File: config.mk
export PLATFORM = sky130hd
export DESIGN_NAME = rpc_top
export DESIGN_NICKNAME = d
export VERILOG_FILES = /design/src/rtl/rpc_pkg.sv /design/src/rtl/rpc_top.sv /design/src/rtl/rpc_tmo.sv /design/src/rtl/rpc_preset.sv
export VERILOG_INCLUDE_DIRS = /design/src /design/src/rtl
export SDC_FILE = /design/constraint.sdc
export NUM_CORES = 1
export LEC_CHECK = 0
export BUFFER_PORTS_ARGS = -buffer_cell sky130_fd_sc_hd__buf_2
export CELL_PAD_IN_SITES_DETAIL_PLACEMENT = 1
export CELL_PAD_IN_SITES_GLOBAL_PLACEMENT = 2
export CORE_MARGIN = 2
export CORE_UTILIZATION = 29
export DETAILED_ROUTE_END_ITERATION = 10
export PLACE_DENSITY_LB_ADDON = 0.1
export SETUP_SLACK_MARGIN = 0.02
export SLEW_MARGIN = 20
export SYNTH_ARGS = -nofsm -noshare
export SYNTH_HDL_FRONTEND = slang
export SYNTH_SLANG_ARGS = --single-unit
export TNS_END_PERCENT = 5
File: constraint.sdc
create_clock -name sys_clk -period 2.55 [get_ports sys_clk]
set_clock_uncertainty 0.15 [all_clocks]
set_input_delay 0.255 -clock sys_clk [delete_from_list [all_inputs] [get_ports sys_clk]]
set_output_delay 0.255 -clock sys_clk [all_outputs]
set_load 0.01 [all_outputs]
File: src/rtl/rpc_regs.svh
// offsets, field positions, reset values and timing counts for the receive path commands
// assumes: included by bare name from the top and preset modules
`ifndef RPC_REGS_SVH
`define RPC_REGS_SVH

// ----------------------------------------
// register offsets
// ----------------------------------------
`define RPC_ADDR_RX_CFG3   6'h0c
`define RPC_ADDR_ADC_OUT   6'h25
`define RPC_ADDR_STATUS    6'h26

// ----------------------------------------
// fields and reset values
// ----------------------------------------
`define RPC_CFG3_CLIP_BIT  1
`define RPC_CFG3_GCUT_BIT  0
`define RPC_CFG3_RESET     8'h00
`define RPC_ADC_RESET      8'h00
`define RPC_RATE_FC16      3'h3

// ----------------------------------------
// timing
// ----------------------------------------
`define RPC_CLK_MHZ        100
`define RPC_T_MEAS_US      25
`define RPC_T_SQ_US        500
// amplitude result scale, microvolts peak-peak per lsb at the antenna inputs
`define RPC_AMP_LSB_UVPP   13020

`endif

File: src/rtl/rpc_pkg.sv
// types shared by the receive path command logic
// assumes: nothing beyond the regs header
package rpc_pkg;
  typedef enum logic [2:0] {
    RPC_CMD_PRESET,
    RPC_CMD_MASK,
    RPC_CMD_UNMASK,
    RPC_CMD_MEAS_AMP,
    RPC_CMD_SQUELCH,
    RPC_CMD_RESET_GAIN
  } rpc_cmd_t;

  typedef enum {
    RPC_ST_IDLE,
    RPC_ST_MEAS,
    RPC_ST_SQUELCH
  } rpc_state_t;
endpackage : rpc_pkg

File: src/rtl/rpc_top.sv
// receive path direct command interpreter: mask, amplitude, squelch, gain reset, preset
// assumes: commands arrive decoded from the spi slave as one-cycle strobes
//
// What this block does
// - preset picks peak detector at or below fc/16, mixer above
// - preset clears clip and gain-cut bits of config 3 outside active nfc
// - preset sets clip and gain-cut bits of config 3 in active nfc
// - mask command drops rx_on and disables receive framing
// - effective mask is command mask or running mask timer
// - unmask command raises rx_on and enables receive framing
// - unmask while mask timer runs enables reception and resets timer
// - mask and unmask only accepted with receiver enabled
// - mask and unmask chain freely and raise no interrupt
// - measure amplitude enables tx and detector, absolute adc, stores result
// - one result lsb equals 13.02 mVpp at antenna inputs
// - measure amplitude finishes within 25 us
// - measure amplitude needs operation enable and stable oscillator
// - measure amplitude blocks chaining and raises interrupt when finished
// - squelch accepted only with transmitter and receiver operating
// - accepted squelch executes only while rx_on is low
// - squelch finishes within 500 us, blocks chaining, no interrupt
// - gain reset initialises agc, squelch, rssi; chains; needs enable and oscillator
// - gain reset stops squelch, clears setting, loads manual gain from config 4
`timescale 1ns/1ps
`include "rpc_regs.svh"
module rpc_top
  import rpc_pkg::*;
#(
  parameter int MEAS_CYC = `RPC_T_MEAS_US * `RPC_CLK_MHZ,
  parameter int SQ_CYC   = `RPC_T_SQ_US * `RPC_CLK_MHZ
)
(
  // clock and reset
  input  wire logic       sys_clk,
  input  wire logic       rst,
  // decoded command
  input  wire logic       cmd_valid,
  input  wire logic [2:0] cmd_code,
  output logic            cmd_busy,
  output logic            term_irq,
  // register access
  input  wire logic       reg_wr,
  input  wire logic [5:0] reg_addr,
  input  wire logic [7:0] reg_wdata,
  output logic [7:0]      reg_rdata,
  // device state
  input  wire logic       op_en,
  input  wire logic       osc_stable,
  input  wire logic       rx_en,
  input  wire logic       tx_en,
  input  wire logic [2:0] rx_rate,
  input  wire logic       nfc_active,
  input  wire logic [7:0] rx_cfg4,
  // mask receive timer
  input  wire logic       mask_tmr_running,
  output logic            mask_tmr_clear,
  // receiver control
  output logic            rx_on,
  output logic            framing_en,
  output logic            amd_sel,
  output logic [7:0]      rx_cfg3,
  // amplitude measurement
  output logic            tx_force_on,
  output logic            amp_det_en,
  output logic            adc_abs_mode,
  output logic            adc_start,
  input  wire logic       adc_done,
  input  wire logic [7:0] adc_data,
  // squelch and gain
  output logic            squelch_run,
  input  wire logic       squelch_done,
  output logic            gain_init,
  output logic            squelch_clear,
  output logic [7:0]      manual_gain
);

  // ----------------------------------------
  // command acceptance
  // ----------------------------------------
  rpc_state_t state_r;
  logic       mask_cmd_r;
  logic [7:0] adc_out_r;
  logic       sq_pend_r;
  logic       is_pre, is_msk, is_unm, is_meas, is_sq, is_rg;
  logic       ok_pre, ok_msk, ok_unm, ok_meas, ok_sq, ok_rg;
  logic       idle;
  logic       tmo_run, tmo_exp, tmo_start, tmo_stop;
  logic [15:0] tmo_limit;
  logic       pre_amd;
  logic [7:0] pre_cfg3;
  logic       meas_end, sq_end;

  assign idle    = (state_r == RPC_ST_IDLE);
  assign is_pre  = cmd_valid && (cmd_code == RPC_CMD_PRESET);
  assign is_msk  = cmd_valid && (cmd_code == RPC_CMD_MASK);
  assign is_unm  = cmd_valid && (cmd_code == RPC_CMD_UNMASK);
  assign is_meas = cmd_valid && (cmd_code == RPC_CMD_MEAS_AMP);
  assign is_sq   = cmd_valid && (cmd_code == RPC_CMD_SQUELCH);
  assign is_rg   = cmd_valid && (cmd_code == RPC_CMD_RESET_GAIN);

  // a running measure or squelch blocks commands, except gain reset which must stop a squelch; anything not ok is dropped silently
  assign ok_pre  = is_pre && idle;
  assign ok_msk  = is_msk && idle && rx_en;
  assign ok_unm  = is_unm && idle && rx_en;
  assign ok_meas = is_meas && idle && !sq_pend_r && op_en && osc_stable;
  assign ok_sq   = is_sq && idle && !sq_pend_r && tx_en && rx_en;
  assign ok_rg   = is_rg && (state_r != RPC_ST_MEAS) && op_en && osc_stable;

  assign meas_end = (state_r == RPC_ST_MEAS) && (adc_done || tmo_exp);
  assign sq_end   = (state_r == RPC_ST_SQUELCH) && (squelch_done || tmo_exp);
  // squelch only starts once rx_on is low
  assign tmo_start = (ok_meas) || (sq_pend_r && !rx_on && idle && !ok_rg);
  assign tmo_stop  = meas_end || sq_end || ok_rg;
  assign tmo_limit = ok_meas ? 16'(MEAS_CYC) : 16'(SQ_CYC);

  rpc_tmo #(
    .W (16)
  ) u_tmo (
    .sys_clk (sys_clk),
    .rst     (rst),
    .start   (tmo_start),
    .stop    (tmo_stop),
    .limit   (tmo_limit),
    .running (tmo_run),
    .expired (tmo_exp)
  );

  rpc_preset u_preset (
    .rx_rate    (rx_rate),
    .nfc_active (nfc_active),
    .cfg3_cur   (rx_cfg3),
    .amd_sel    (pre_amd),
    .cfg3_new   (pre_cfg3)
  );

  // ----------------------------------------
  // sequencer
  // ----------------------------------------
  always_ff @(posedge sys_clk)
  begin
    if (rst)
      state_r <= RPC_ST_IDLE;
    else
    begin
      case (state_r)
        RPC_ST_IDLE:
          if (ok_meas)
            state_r <= RPC_ST_MEAS;
          else if (tmo_start)
            state_r <= RPC_ST_SQUELCH;
        RPC_ST_MEAS:
          if (meas_end)
            state_r <= RPC_ST_IDLE;
        RPC_ST_SQUELCH:
          if (sq_end || ok_rg)
            state_r <= RPC_ST_IDLE;
        default:
          state_r <= RPC_ST_IDLE;
      endcase
    end
  end

  // accepted squelch waits here for rx_on to fall; gain reset cancels it
  always_ff @(posedge sys_clk)
  begin
    if (rst || ok_rg || tmo_start)
      sq_pend_r <= 1'b0;
    else if (ok_sq)
      sq_pend_r <= 1'b1;
  end

  // pending squelch also counts as busy: chaining is not allowed
  always_ff @(posedge sys_clk)
  begin
    if (rst)
      cmd_busy <= 1'b0;
    else
      cmd_busy <= !((state_r == RPC_ST_IDLE && !tmo_start && !ok_meas && !ok_sq && !sq_pend_r)
                    || meas_end || sq_end || ok_rg);
  end

  always_ff @(posedge sys_clk)
  begin
    if (rst)
      term_irq <= 1'b0;
    else
      term_irq <= meas_end;
  end

  // ----------------------------------------
  // receive masking
  // ----------------------------------------
  always_ff @(posedge sys_clk)
  begin
    if (rst)
      mask_cmd_r <= 1'b0;
    else if (ok_msk)
      mask_cmd_r <= 1'b1;
    else if (ok_unm)
      mask_cmd_r <= 1'b0;
  end

  // timer mask is ignored the cycle unmask clears it
  always_ff @(posedge sys_clk)
  begin
    if (rst)
    begin
      rx_on          <= 1'b0;
      framing_en     <= 1'b0;
      mask_tmr_clear <= 1'b0;
    end
    else
    begin
      rx_on          <= rx_en && !mask_cmd_r && !(mask_tmr_running && !mask_tmr_clear);
      framing_en     <= rx_en && !mask_cmd_r && !(mask_tmr_running && !mask_tmr_clear);
      mask_tmr_clear <= ok_unm && mask_tmr_running;
    end
  end

  // ----------------------------------------
  // amplitude measurement
  // ----------------------------------------
  always_ff @(posedge sys_clk)
  begin
    if (rst)
    begin
      tx_force_on  <= 1'b0;
      amp_det_en   <= 1'b0;
      adc_abs_mode <= 1'b0;
      adc_start    <= 1'b0;
    end
    else
    begin
      tx_force_on  <= ok_meas || (state_r == RPC_ST_MEAS && !meas_end);
      amp_det_en   <= ok_meas || (state_r == RPC_ST_MEAS && !meas_end);
      adc_abs_mode <= ok_meas || (state_r == RPC_ST_MEAS && !meas_end);
      adc_start    <= ok_meas;
    end
  end

  // raw code kept as is; scale is RPC_AMP_LSB_UVPP per step
  always_ff @(posedge sys_clk)
  begin
    if (rst)
      adc_out_r <= `RPC_ADC_RESET;
    else if (meas_end)
      adc_out_r <= adc_data;
  end

  // ----------------------------------------
  // squelch and gain
  // ----------------------------------------
  always_ff @(posedge sys_clk)
  begin
    if (rst)
    begin
      squelch_run   <= 1'b0;
      gain_init     <= 1'b0;
      squelch_clear <= 1'b0;
      manual_gain   <= 8'h00;
    end
    else
    begin
      squelch_run   <= (tmo_start && !ok_meas) || (state_r == RPC_ST_SQUELCH && !sq_end && !ok_rg);
      gain_init     <= ok_rg;
      squelch_clear <= ok_rg;
      if (ok_rg)
        manual_gain <= rx_cfg4;
    end
  end

  // ----------------------------------------
  // registers
  // ----------------------------------------
  // preset wins over a same-cycle register write
  always_ff @(posedge sys_clk)
  begin
    if (rst)
    begin
      rx_cfg3 <= `RPC_CFG3_RESET;
      amd_sel <= 1'b0;
    end
    else if (ok_pre)
    begin
      rx_cfg3 <= pre_cfg3;
      amd_sel <= pre_amd;
    end
    else if (reg_wr && reg_addr == `RPC_ADDR_RX_CFG3)
      rx_cfg3 <= reg_wdata;
  end

  always_ff @(posedge sys_clk)
  begin
    if (rst)
      reg_rdata <= 8'h00;
    else if (reg_addr == `RPC_ADDR_RX_CFG3)
      reg_rdata <= rx_cfg3;
    else if (reg_addr == `RPC_ADDR_ADC_OUT)
      reg_rdata <= adc_out_r;
    else if (reg_addr == `RPC_ADDR_STATUS)
      reg_rdata <= {5'h00, sq_pend_r, mask_cmd_r, cmd_busy};
    else
      reg_rdata <= 8'h00;
  end

  // cycles spent measuring; a delay range this long would choke the tools
  logic [15:0] meas_age_r;
  always_ff @(posedge sys_clk)
  begin
    if (rst || state_r != RPC_ST_MEAS)
      meas_age_r <= 16'h0000;
    else if (meas_age_r != 16'hffff)
      meas_age_r <= meas_age_r + 16'h0001;
  end
endmodule : rpc_top

File: src/rtl/rpc_tmo.sv
// timeout counter shared by the long-running commands
// assumes: start and stop are one-cycle pulses, limit stable while running
`timescale 1ns/1ps
module rpc_tmo
  import rpc_pkg::*;
#(
  parameter int W = 16
)
(
  // clock and reset
  input  wire logic         sys_clk,
  input  wire logic         rst,
  // control
  input  wire logic         start,
  input  wire logic         stop,
  input  wire logic [W-1:0] limit,
  // status
  output logic              running,
  output logic              expired
);
  logic [W-1:0] cnt_r;

  always_ff @(posedge sys_clk)
  begin
    if (rst || stop)
    begin
      cnt_r   <= '0;
      running <= 1'b0;
      expired <= 1'b0;
    end
    else if (start)
    begin
      cnt_r   <= limit;
      running <= 1'b1;
      expired <= 1'b0;
    end
    else if (running)
    begin
      cnt_r   <= cnt_r - {{(W-1){1'b0}}, 1'b1};
      expired <= (cnt_r == {{(W-1){1'b0}}, 1'b1});
      running <= (cnt_r != {{(W-1){1'b0}}, 1'b1});
    end
    else
    begin
      expired <= 1'b0;
    end
  end
endmodule : rpc_tmo

File: src/rtl/rpc_preset.sv
// analog preset decode for receiver configuration bits
// assumes: rate code grows with bit rate, fc/16 at RPC_RATE_FC16
`timescale 1ns/1ps
`include "rpc_regs.svh"
module rpc_preset
  import rpc_pkg::*;
(
  // mode inputs
  input  wire logic [2:0] rx_rate,
  input  wire logic       nfc_active,
  input  wire logic [7:0] cfg3_cur,
  // preset values
  output logic            amd_sel,
  output logic [7:0]      cfg3_new
);
  always_comb
  begin
    // peak detector up to fc/16, mixer above
    amd_sel  = (rx_rate > `RPC_RATE_FC16);
    cfg3_new = cfg3_cur;
    cfg3_new[`RPC_CFG3_CLIP_BIT] = nfc_active;
    cfg3_new[`RPC_CFG3_GCUT_BIT] = nfc_active;
  end
endmodule : rpc_preset

==> summary.md, run 1 <==
| Metric | Value |
|---|---|
| Netlist cell types | 52 |
| Top cells by area, synth | dfxtp_1, nor2_1, mux2i_1 |
| CTS clk-pin slew, worst paths | 80 ps |
| Resized cells post-CTS | 0 |
| Most frequent cells after synthesis | dfxtp_1, nor2_1, nand2_1 |
| First-pass GRT wire length | 12.8 mm |
| CTS tree | yes |
| Fin. max-slew vios | 0 |
| Maxcap violations | 0 |
| Req. time, crit path | 2670 ps |
| Die Y | 100 um |
| Final WS setup | 534 ps |
| WP data arrival | 2140 ps |
| Post-synth EDFFs | 0 |
| Cell Area, Synth | 2670 um^2 |
| Yosys top cell by area | dfxtp_1 |
| Ys async rst share | 0% |
| CTS buffer count | 9 |
| Setup bufs post-CTS | 0 |
| Final WL | 7.72 mm |
| Fill cell count | 1076 |
| Synth warn | 0 |
| Ant. Diodes | 0 |
| HPWL after DPL | 5.58 mm |
| Syn Inst Count | 286 |
| Multi-input logic area | 1320 um^2 |
| Top-count cell post-synth | dfxtp_1 |
| Worst-Skew Late Latency | 340 ps |
| Net Count, Synth | 336 |
| #FFs+latches synth | 63 |
| Area share of the largest cell type after synthesis | 47.2% |
| Critical Path Sink Type | flop |
| Hold WS | 22.9 ps |
| Post-DP Area | 3200 um^2 |
| P_leak | 1.58 nW |
| Vias per inst | 4.96 |
| Initial detailed-routing violation count | 51 |
| Layout cells sized above 1 | 29.0% |
| Die ar. | 9990 um^2 |
| Clock sink total | 63 |
| Non-Filler Instances | 507 |
| Post-route DRC | 0 |
| P per Cell Area | 608 nW/um^2 |
| Synthesis-to-layout area growth | 36.1% |
| Die W | 100 um |
| Min Tclk post-route | 2020 ps |
| Fmax achieved | 496 MHz |
| WL per Instance | 15.2 um |
| Max stage delay cell, worst path | or4_1 |
| Total track usage | 16.1% |
| Relative slew slack | 35.4% |
| RSZ-0062 raised after global routing | false |
| Worst Max-Slew Pin Slew | 964 ps |
| Vias | 2517 |
| Mean post-synth cell area | 9.34 um^2 |
| Worst stage delay on the critical path | 470 ps |
| Post-route ant nets | 0 |
| Critical path class | reg2reg |
| Critical path launch point type | flop |
| Most used DFF post-synth | dfxtp_1 |
| Worst-path cell chain | inv_1, ha_1, nand3b_4, or3_4, or4_1, a21oi_1 |
| Post-Place Cells | 470 |
| Placement Setup Slack | 538 ps |
| Largest net degree at the start of global routing | 21 |
| Tot Pwr | 2.21 mW |
| Final nets | 441 |
| VDD IR max | 0.000307 V |
| Worst-case clock buffer depth | 2 |
| Critical Path Fanout Max | 4 |
| Outcome | complete, no violations |
| Cell row count | 35 |
| Seq/Total Area, Yosys | 47.2% |
| Worst Hold Class | in2reg |
| Tcrit/Tclk final | 79.1% |
| Sum Neg Setup Slack | 0 ps |
| CTS Root Buffer Type | clkbuf_8 |
| CORE AREA | 9060 um^2 |
| Register area | 1260 um^2 |
| Total gr overflow | 0 |
| H-tree levels | 3 |
| Num ports | 85 |
| Gpl congestion | 0.699 |
| Finished Cell Area | 3630 um^2 |
| Setup Viol. Count Final | 0 |
| Utilization after layout | 40.1% |
| PortBufs | 82 |
| First-pass DRT Iterations | 4 |
| Fin. Hold Viols | 0 |
| Number of global-route vias before repair | 2629 |
| Starting Density | 29.5% |
| Initial antenna violation count | 0 |
## state kept, by name (all words and copies together), names as in the netlist, 2 cells and up
name,count
manual_gain,8
rx_cfg3,8
adc_out_r,8
state_r,2
u_tmo.cnt_r,16
reg_rdata,8
## power breakdown
group | internal [mW] | leakage [nW] | switching [mW]
Combinational | 0.0998 | 0.962 | 0.0958
Clock | 0.562 | 0.114 | 0.436
Sequential | 0.999 | 0.509 | 0.0180
Total | 1.66 | 1.58 | 0.550
## routing by layer
layer  part of all wire (%)  vias up  global-route usage (%)  routed length, um
met5                      0        -                       0                  0
met4                    1.2        0                    6.74                 96
met3                    3.5       10                    2.72                271
met2                     50       47                    28.0               3880
met1                     45     1207                    19.7               3480
li1                       -     1253                       -                  -
## repair_timing
item                                    CTS  global route
hold buffers                             21             0
endpoints found under the setup margin    0             0
hold endpoints to repair                 21             0
## placed cells by master (no fill, tap or decap), types with 3 or more instances in the layout
| master | count |
|---|---|
| dlygate4sd3_1 | 21 |
| xnor2_1 | 5 |
| nor3b_1 | 4 |
| inv_1 | 3 |
| xor2_1 | 4 |
| buf_4 | 7 |
| dfxtp_1 | 63 |
| mux2i_1 | 9 |
| nor4b_1 | 3 |
| a222oi_1 | 3 |
| nand2b_1 | 4 |
| a22o_1 | 8 |
| clkbuf_8 | 9 |
| and2_1 | 4 |
| a31oi_1 | 4 |
| o21ai_0 | 7 |
| a21boi_0 | 3 |
| and4_1 | 4 |
| nand2_1 | 23 |
| or3_1 | 3 |
| nand3_1 | 8 |
| buf_2 | 82 |
| nor2b_1 | 4 |
| nor3_1 | 5 |
| clkinv_4 | 3 |
| nor2_1 | 35 |
| a21oi_1 | 17 |
| nor4_1 | 6 |
| a22oi_1 | 5 |
## final timing paths
kind	start	to	slack, ps	cells after the start
setup / recovery	u_tmo.cnt_r[0]$_SDFFE_PP0P_	u_tmo.cnt_r[12]$_SDFFE_PP0P_	530	6
hold / removal	adc_data[3]	adc_out_r[3]$_SDFFE_PP0P_	20	3
setup reg to reg	u_tmo.cnt_r[0]$_SDFFE_PP0P_	u_tmo.cnt_r[12]$_SDFFE_PP0P_	530	6
hold reg to reg	adc_out_r[7]$_SDFFE_PP0P_	adc_out_r[7]$_SDFFE_PP0P_	310	2
## final cells by class
class,count,share of cell area [%]
clock buffer,9,3.41
clock inverter,7,2.86
inverter,3,0.310
multi-input combinational,204,36.4
sequential,63,34.7
tap,111,3.82
timing repair buffer,110,18.5
## worst max-delay path, delay by kind of cell (launching register included)
family	cells	cell delay, ps
and+or+nand+nor	3	980
DFF	1	350
adders and majority gates	1	250
AOI/OAI and AO/OA	1	140
buffers and inverters	1	70
## logic make-up (layout without fill, tap and decap cells)
group                      after synthesis  in the layout  share of synthesized area (%)
AOI/OAI and AO/OA                       62             62                           16.2
xor gates and xnor gates                 9              9                           2.95
adders and majority gates                2              2                          0.937
buffers and inverters                   19            129                           3.23
DFF                                     63             63                           47.2
muxes                                    9              9                           3.37
and+or+nand+nor                        122            122                           26.1
Power figures use the tool's default switching activity.
==> run 2: changes to the inputs <==
CORE_UTILIZATION = 27   (was 29)
clock period = 1.67 ns   (was 2.55 ns; I/O delays follow)
==> run 2 against run 1 <==
The run now ends with setup timing left. Register-to-register slack lost 690 ps. Utilization grew 3.4 points. Power increased by 50%. Wire length increased by 12%. Die area is 7.1% higher. Combinational power is 100% higher. Sequential share of layout area shrank 4.6 points. Critical endpoint unchanged.
==> summary.md, run 2 (same netlist as run 1, synthesis figures left out) <==
| Metric | Value |
|---|---|
| Outcome | finished with violations (was complete, no violations) |
| Failing checks | setup timing |
| Die ar. | 10700 um^2 (was 9990 um^2) |
| Max reg flops | 16 (unchanged) |
| Cell row count | 36 (was 35) |
| Relative slew slack | 71.9% (was 35.4%) |
| Critical path class | reg2reg (unchanged) |
| Setup Viol. Count Final | 6 (was 0) |
| WP data arrival | 1950 ps (was 2140 ps) |
| Worst-case clock buffer depth | 2 (unchanged) |
| P_leak | 1.86 nW (was 1.58 nW) |
| Post-DP Area | 3580 um^2 (was 3200 um^2) |
| Synthesis-to-layout area growth | 57.8% (was 36.1%) |
| Utilization after layout | 43.5% (was 40.1%) |
| Initial detailed-routing violation count | 41 (was 51) |
| Starting Density | 27.6% (was 29.5%) |
| CTS buffer count | 9 (unchanged) |
| P per Cell Area | 789 nW/um^2 (was 608 nW/um^2) |
| CTS Root Buffer Type | clkbuf_8 (unchanged) |
| Worst Max-Slew Pin Slew | 420 ps (was 964 ps) |
| Fin. max-slew vios | 0 (unchanged) |
| Fmax achieved | 548 MHz (was 496 MHz) |
| Post-route DRC | 0 (unchanged) |
| Num ports | 85 (unchanged) |
| Layout cells sized above 1 | 40.6% (was 29.0%) |
| Critical path launch point type | flop (unchanged) |
| Critical Path Fanout Max | 3 (was 4) |
| Total gr overflow | 0 (unchanged) |
| Setup bufs post-CTS | 0 (unchanged) |
| Tcrit/Tclk final | 109% (was 79.1%) |
| Critical Path Sink Type | flop (unchanged) |
| Post-route ant nets | 0 (unchanged) |
| Vias | 2685 (was 2517) |
| Maxcap violations | 0 (unchanged) |
| Die Y | 103 um (was 100 um) |
| Total track usage | 16.4% (was 16.1%) |
| Final WS setup | -155 ps (was 534 ps) |
| Top reg by flops | u_tmo.cnt_r (unchanged) |
| RSZ-0062 raised after global routing | true (was false) |
| Gpl congestion | 0.796 (was 0.699) |
| Vias per inst | 4.62 (was 4.96) |
| CTS clk-pin slew, worst paths | 70 ps (was 80 ps) |
| Min Tclk post-route | 1830 ps (was 2020 ps) |
| Final WL | 8.67 mm (was 7.72 mm) |
| Most frequent cells in the layout | buf_2, dfxtp_1, buf_4 (was buf_2, dfxtp_1, nor2_1) |
| Die W | 103 um (was 100 um) |
| WL per Instance | 14.9 um (was 15.2 um) |
| Sum Neg Setup Slack | -494 ps (was 0 ps) |
| CORE AREA | 9680 um^2 (was 9060 um^2) |
| Largest net degree at the start of global routing | 24 (was 21) |
| Ant. Diodes | 0 (unchanged) |
| Initial antenna violation count | 0 (unchanged) |
| Placement Setup Slack | -158 ps (was 538 ps) |
| VDD IR max | 0.000380 V (was 0.000307 V) |
| Number of global-route vias before repair | 2701 (was 2629) |
| CTS tree | yes (unchanged) |
| First-pass DRT Iterations | 4 (unchanged) |
| First-pass GRT wire length | 13.4 mm (was 12.8 mm) |
| Fin. Hold Viols | 0 (unchanged) |
| Clock sink total | 63 (unchanged) |
| Most common cell after layout, fill and taps aside | buf_2 (unchanged) |
| Hold WS | 37.0 ps (was 22.9 ps) |
| PortBufs | 82 (unchanged) |
| Finished Cell Area | 4210 um^2 (was 3630 um^2) |
| Final nets | 493 (was 441) |
| Req. time, crit path | 1790 ps (was 2670 ps) |
| HPWL after DPL | 6.30 mm (was 5.58 mm) |
| Worst Hold Class | in2reg (unchanged) |
| Worst-Skew Late Latency | 340 ps (about the same) |
| H-tree levels | 3 (unchanged) |
| Fill cell count | 1138 (was 1076) |
==> run 2: repair_timing <==
item	in CTS	in global routing
resized for setup	9	23
pin swaps	2	2
hold buffers	31	0
hold endpoints to repair	29	0
endpoints found under the setup margin	29	39
==> run 2: layer usage <==
metal  track usage, %  routed length, um  vias to the layer above
li1                 -                  -                     1354
met1             20.2               3870                     1277
met2             29.1               4420                       47
met3             2.42                284                        7
met4             5.77                 90                        0
met5                0                  0                        -
==> run 2: power breakdown <==
part | internal [mW] | total, mW | leakage [nW] | switching (mW)
Combinational | 0.220 | 0.401 | 1.25 | 0.182
Clock | 0.734 | 1.38 | 0.0947 | 0.641
Sequential | 1.53 | 1.55 | 0.511 | 0.0221
Total | 2.48 | 3.32 | 1.86 | 0.845
==> run 2: path summary, 6_finish.rpt <==
check / slack [ps] / cells after the start / start / endpoint
max: -160 / 4 / u_tmo.cnt_r[5]$_SDFFE_PP0P_ / u_tmo.cnt_r[12]$_SDFFE_PP0P_
min: 40 / 2 / rst / amd_sel$_SDFFE_PP0P_
max reg2reg: -160 / 4 / u_tmo.cnt_r[5]$_SDFFE_PP0P_ / u_tmo.cnt_r[12]$_SDFFE_PP0P_
min reg2reg: 310 / 2 / adc_out_r[7]$_SDFFE_PP0P_ / adc_out_r[7]$_SDFFE_PP0P_
==> run 2: per-stage QoR <==
step	std cells	power, mW
after floorplan	286	1.73
after global placement	534	1.90
after detailed placement	534	1.91
after CTS	581	3.38
after global routing	581	3.50
final	581	3.32
==> run 2: final cells by class <==
type | instances | area [um^2] | area share, %
clock buffers | 10 | 138 | 3.27
clock inverters | 6 | 70.1 | 1.66
inverters | 3 | 11.3 | 0.267
multi-input cells | 204 | 1450 | 34.5
flip-flops and latches | 63 | 1270 | 30.1
well taps | 133 | 166 | 3.95
repair buffers | 162 | 1110 | 26.3
==> run 2: critical path, stage by stage (launching register included) <==
cell	delay, ps
dfxtp_2	330
or3_4	380
or3_4	370
or4_1	400
a21oi_1	130
==> run 3: changes to the inputs <==
HOLD_SLACK_MARGIN = 0.08   (was unset)
==> run 3 against run 2 <==
The flow still finishes with violations (setup timing). Hold slack improved by 6.6 ps. Utilization increased by 0.19 points. Critical endpoint unchanged. Combinational power increased by 1%. Clock power about the same. Critical path type unchanged.
==> summary.md, run 3 (same netlist as run 1, synthesis figures left out) <==
| Metric | Value |
|---|---|
| Outcome | finished with violations (unchanged) |
| Failing checks | setup timing (unchanged) |
| Max reg flops | 16 (unchanged) |
| R2r setup slk | -160 ps (about the same) |
| Finished Cell Area | 4230 um^2 (was 4210 um^2) |
| Post-route DRC | 0 (unchanged) |
| First-pass GRT wire length | 13.4 mm (about the same) |
| Layout cells sized above 1 | 40.0% (was 40.6%) |
| Initial detailed-routing violation count | 32 (was 41) |
| Total gr overflow | 0 (unchanged) |
| CTS clk-pin slew, worst paths | 80 ps (was 70 ps) |
| Fin. Hold Viols | 0 (unchanged) |
| Gpl congestion | 0.796 (unchanged) |
| Synthesis-to-layout area growth | 58.5% (was 57.8%) |
| HPWL after DPL | 6.30 mm (unchanged) |
| Post-route ant nets | 0 (unchanged) |
| CP dominant cell by count | or3_4 (unchanged) |
| Critical path launch point type | flop (unchanged) |
| WL per Instance | 14.8 um (was 14.9 um) |
| Starting Density | 27.6% (unchanged) |
| Maxcap violations | 0 (unchanged) |
| PortBufs | 82 (unchanged) |
| CORE AREA | 9680 um^2 (unchanged) |
| Non-Filler Instances | 583 (was 581) |
| Final nets | 495 (was 493) |
| Fill cell count | 1139 (was 1138) |
| H-tree levels | 3 (unchanged) |
| Tcrit/Tclk final | 109% (about the same) |
| CTS tree | yes (unchanged) |
| Clock sink total | 63 (unchanged) |
| Final WL | 8.65 mm (was 8.67 mm) |
| Utilization after layout | 43.7% (was 43.5%) |
| CTS buffer count | 9 (unchanged) |
| M1 WL | 3.90 mm (was 3.87 mm) |
| Critical Path Fanout Max | 3 (unchanged) |
| Worst stage delay on the critical path | 400 ps (about the same) |
| Relative slew slack | 71.9% (about the same) |
| Critical path class | reg2reg (unchanged) |
| Worst-case clock buffer depth | 2 (unchanged) |
| First-pass DRT Iterations | 4 (unchanged) |
| Worst-path cell chain | or3_4, or3_4, or4_1, a21oi_1 (unchanged) |
| Fmax achieved | 548 MHz (about the same) |
| RSZ-0062 raised after global routing | true (unchanged) |
| P per Cell Area | 788 nW/um^2 (was 789 nW/um^2) |
| Vias per inst | 4.63 (was 4.62) |
| Num ports | 85 (unchanged) |
| Top reg by flops | u_tmo.cnt_r (unchanged) |
| VDD IR max | 0.000380 V (about the same) |
| Cell row count | 36 (unchanged) |
| CTS Root Buffer Type | clkbuf_8 (unchanged) |
| Max stage delay cell, worst path | or4_1 (unchanged) |
| Top sig layer | met4 (unchanged) |
| Register area | 1270 um^2 (unchanged) |
| Multi-input logic area | 1450 um^2 (unchanged) |
| Most common cell after layout, fill and taps aside | buf_2 (unchanged) |
| Critical Path Sink Type | flop (unchanged) |
| Setup Viol. Count Final | 6 (unchanged) |
| Worst Max-Slew Pin Slew | 420 ps (about the same) |
| Die W | 103 um (unchanged) |
| Final WS setup | -156 ps (was -155 ps) |
| Die Y | 103 um (unchanged) |
| Vias | 2698 (was 2685) |
| Die ar. | 10700 um^2 (unchanged) |
| Post-Place Cells | 534 (unchanged) |
| Worst Hold Class | in2reg (unchanged) |
| Fin. max-slew vios | 0 (unchanged) |
| P_leak | 1.86 nW (about the same) |
| WL met2 | 4.33 mm (was 4.42 mm) |
| Largest net degree at the start of global routing | 24 (unchanged) |
| Initial antenna violation count | 0 (unchanged) |
| Post-DP Area | 3580 um^2 (unchanged) |
| Placement Setup Slack | -158 ps (unchanged) |
| Number of global-route vias before repair | 2701 (unchanged) |
| Total track usage | 16.4% (about the same) |
| WP data arrival | 1950 ps (about the same) |
| Worst-Skew Late Latency | 340 ps (about the same) |
| Sum Neg Setup Slack | -490 ps (was -494 ps) |
| Setup bufs post-CTS | 0 (unchanged) |
| Req. time, crit path | 1800 ps (was 1790 ps) |
| Metal3 WL | 298 um (was 284 um) |
| Most frequent cells in the layout | buf_2, dfxtp_1, buf_4 (unchanged) |
| Ant. Diodes | 0 (unchanged) |
| Min Tclk post-route | 1830 ps (about the same) |
run 3: cell types whose count changed in the layout (fill, tap and decap cells not counted):
cell / change
o21bai_2: -1
a211oi_2: -1
nor4_2: -1
nor4_4: +1
o21bai_1: +1
a211oi_1: +1
buf_6: -1
buf_4: +2
dlygate4sd3_1: +2
buf_2: -1
run 3: area by class of cell:
type | instances | area share, %
multi-input cells | 204 | 34.3
flip-flops and latches | 63 | 30.0
repair buffers | 164 | 26.6
well taps | 133 | 3.93
clock buffers | 10 | 3.25
clock inverters | 6 | 1.66
inverters | 3 | 0.266
run 3: path summary, 6_finish.rpt:
kind,start,endpoint,cells after the start
setup / recovery,u_tmo.cnt_r[5]$_SDFFE_PP0P_,u_tmo.cnt_r[12]$_SDFFE_PP0P_,4
hold / removal,adc_done,term_irq$_SDFF_PP0_,3
setup reg to reg,u_tmo.cnt_r[5]$_SDFFE_PP0P_,u_tmo.cnt_r[12]$_SDFFE_PP0P_,4
hold reg to reg,adc_out_r[7]$_SDFFE_PP0P_,adc_out_r[7]$_SDFFE_PP0P_,2
run 3: per-stage QoR:
step                      total power [mW]  hold WS, ps
after floorplan                       1.73          143
after global placement                1.90          229
after detailed placement              1.91          232
after CTS                             3.38          115
after global routing                  3.51         86.8
final                                 3.33         43.6
run 3: report_power, final:
part           leakage [nW]  switching [mW]  internal (mW)  total, mW
clock network        0.0947           0.646          0.734       1.38
logic                  1.26           0.184          0.223      0.407
registers             0.511          0.0220           1.53       1.55
total                  1.86           0.852           2.48       3.33
run 3: what timing repair did:
item | 4_1_cts | 5_1_grt
hold endpoints to repair | 35 | 0
pin swaps | 2 | 2
resized for setup | 9 | 23
gates cloned | 0 | 0
setup endpoints to repair | 29 | 39
hold buffers | 33 | 0
run 3: metal layers:
metal  global-route usage, %  vias to the layer above
met5                       0                        -
met4                    5.77                        0
met3                    2.42                       10
met2                    28.6                       45
met1                    20.4                     1286
li1                        -                     1357
run 3: critical path: cells and delay by family (launching register included):
| kind | cells | cell delay, ps |
|---|---|---|
| compound gates | 1 | 130 |
| flops | 1 | 330 |
| simple gates | 3 | 1150 |
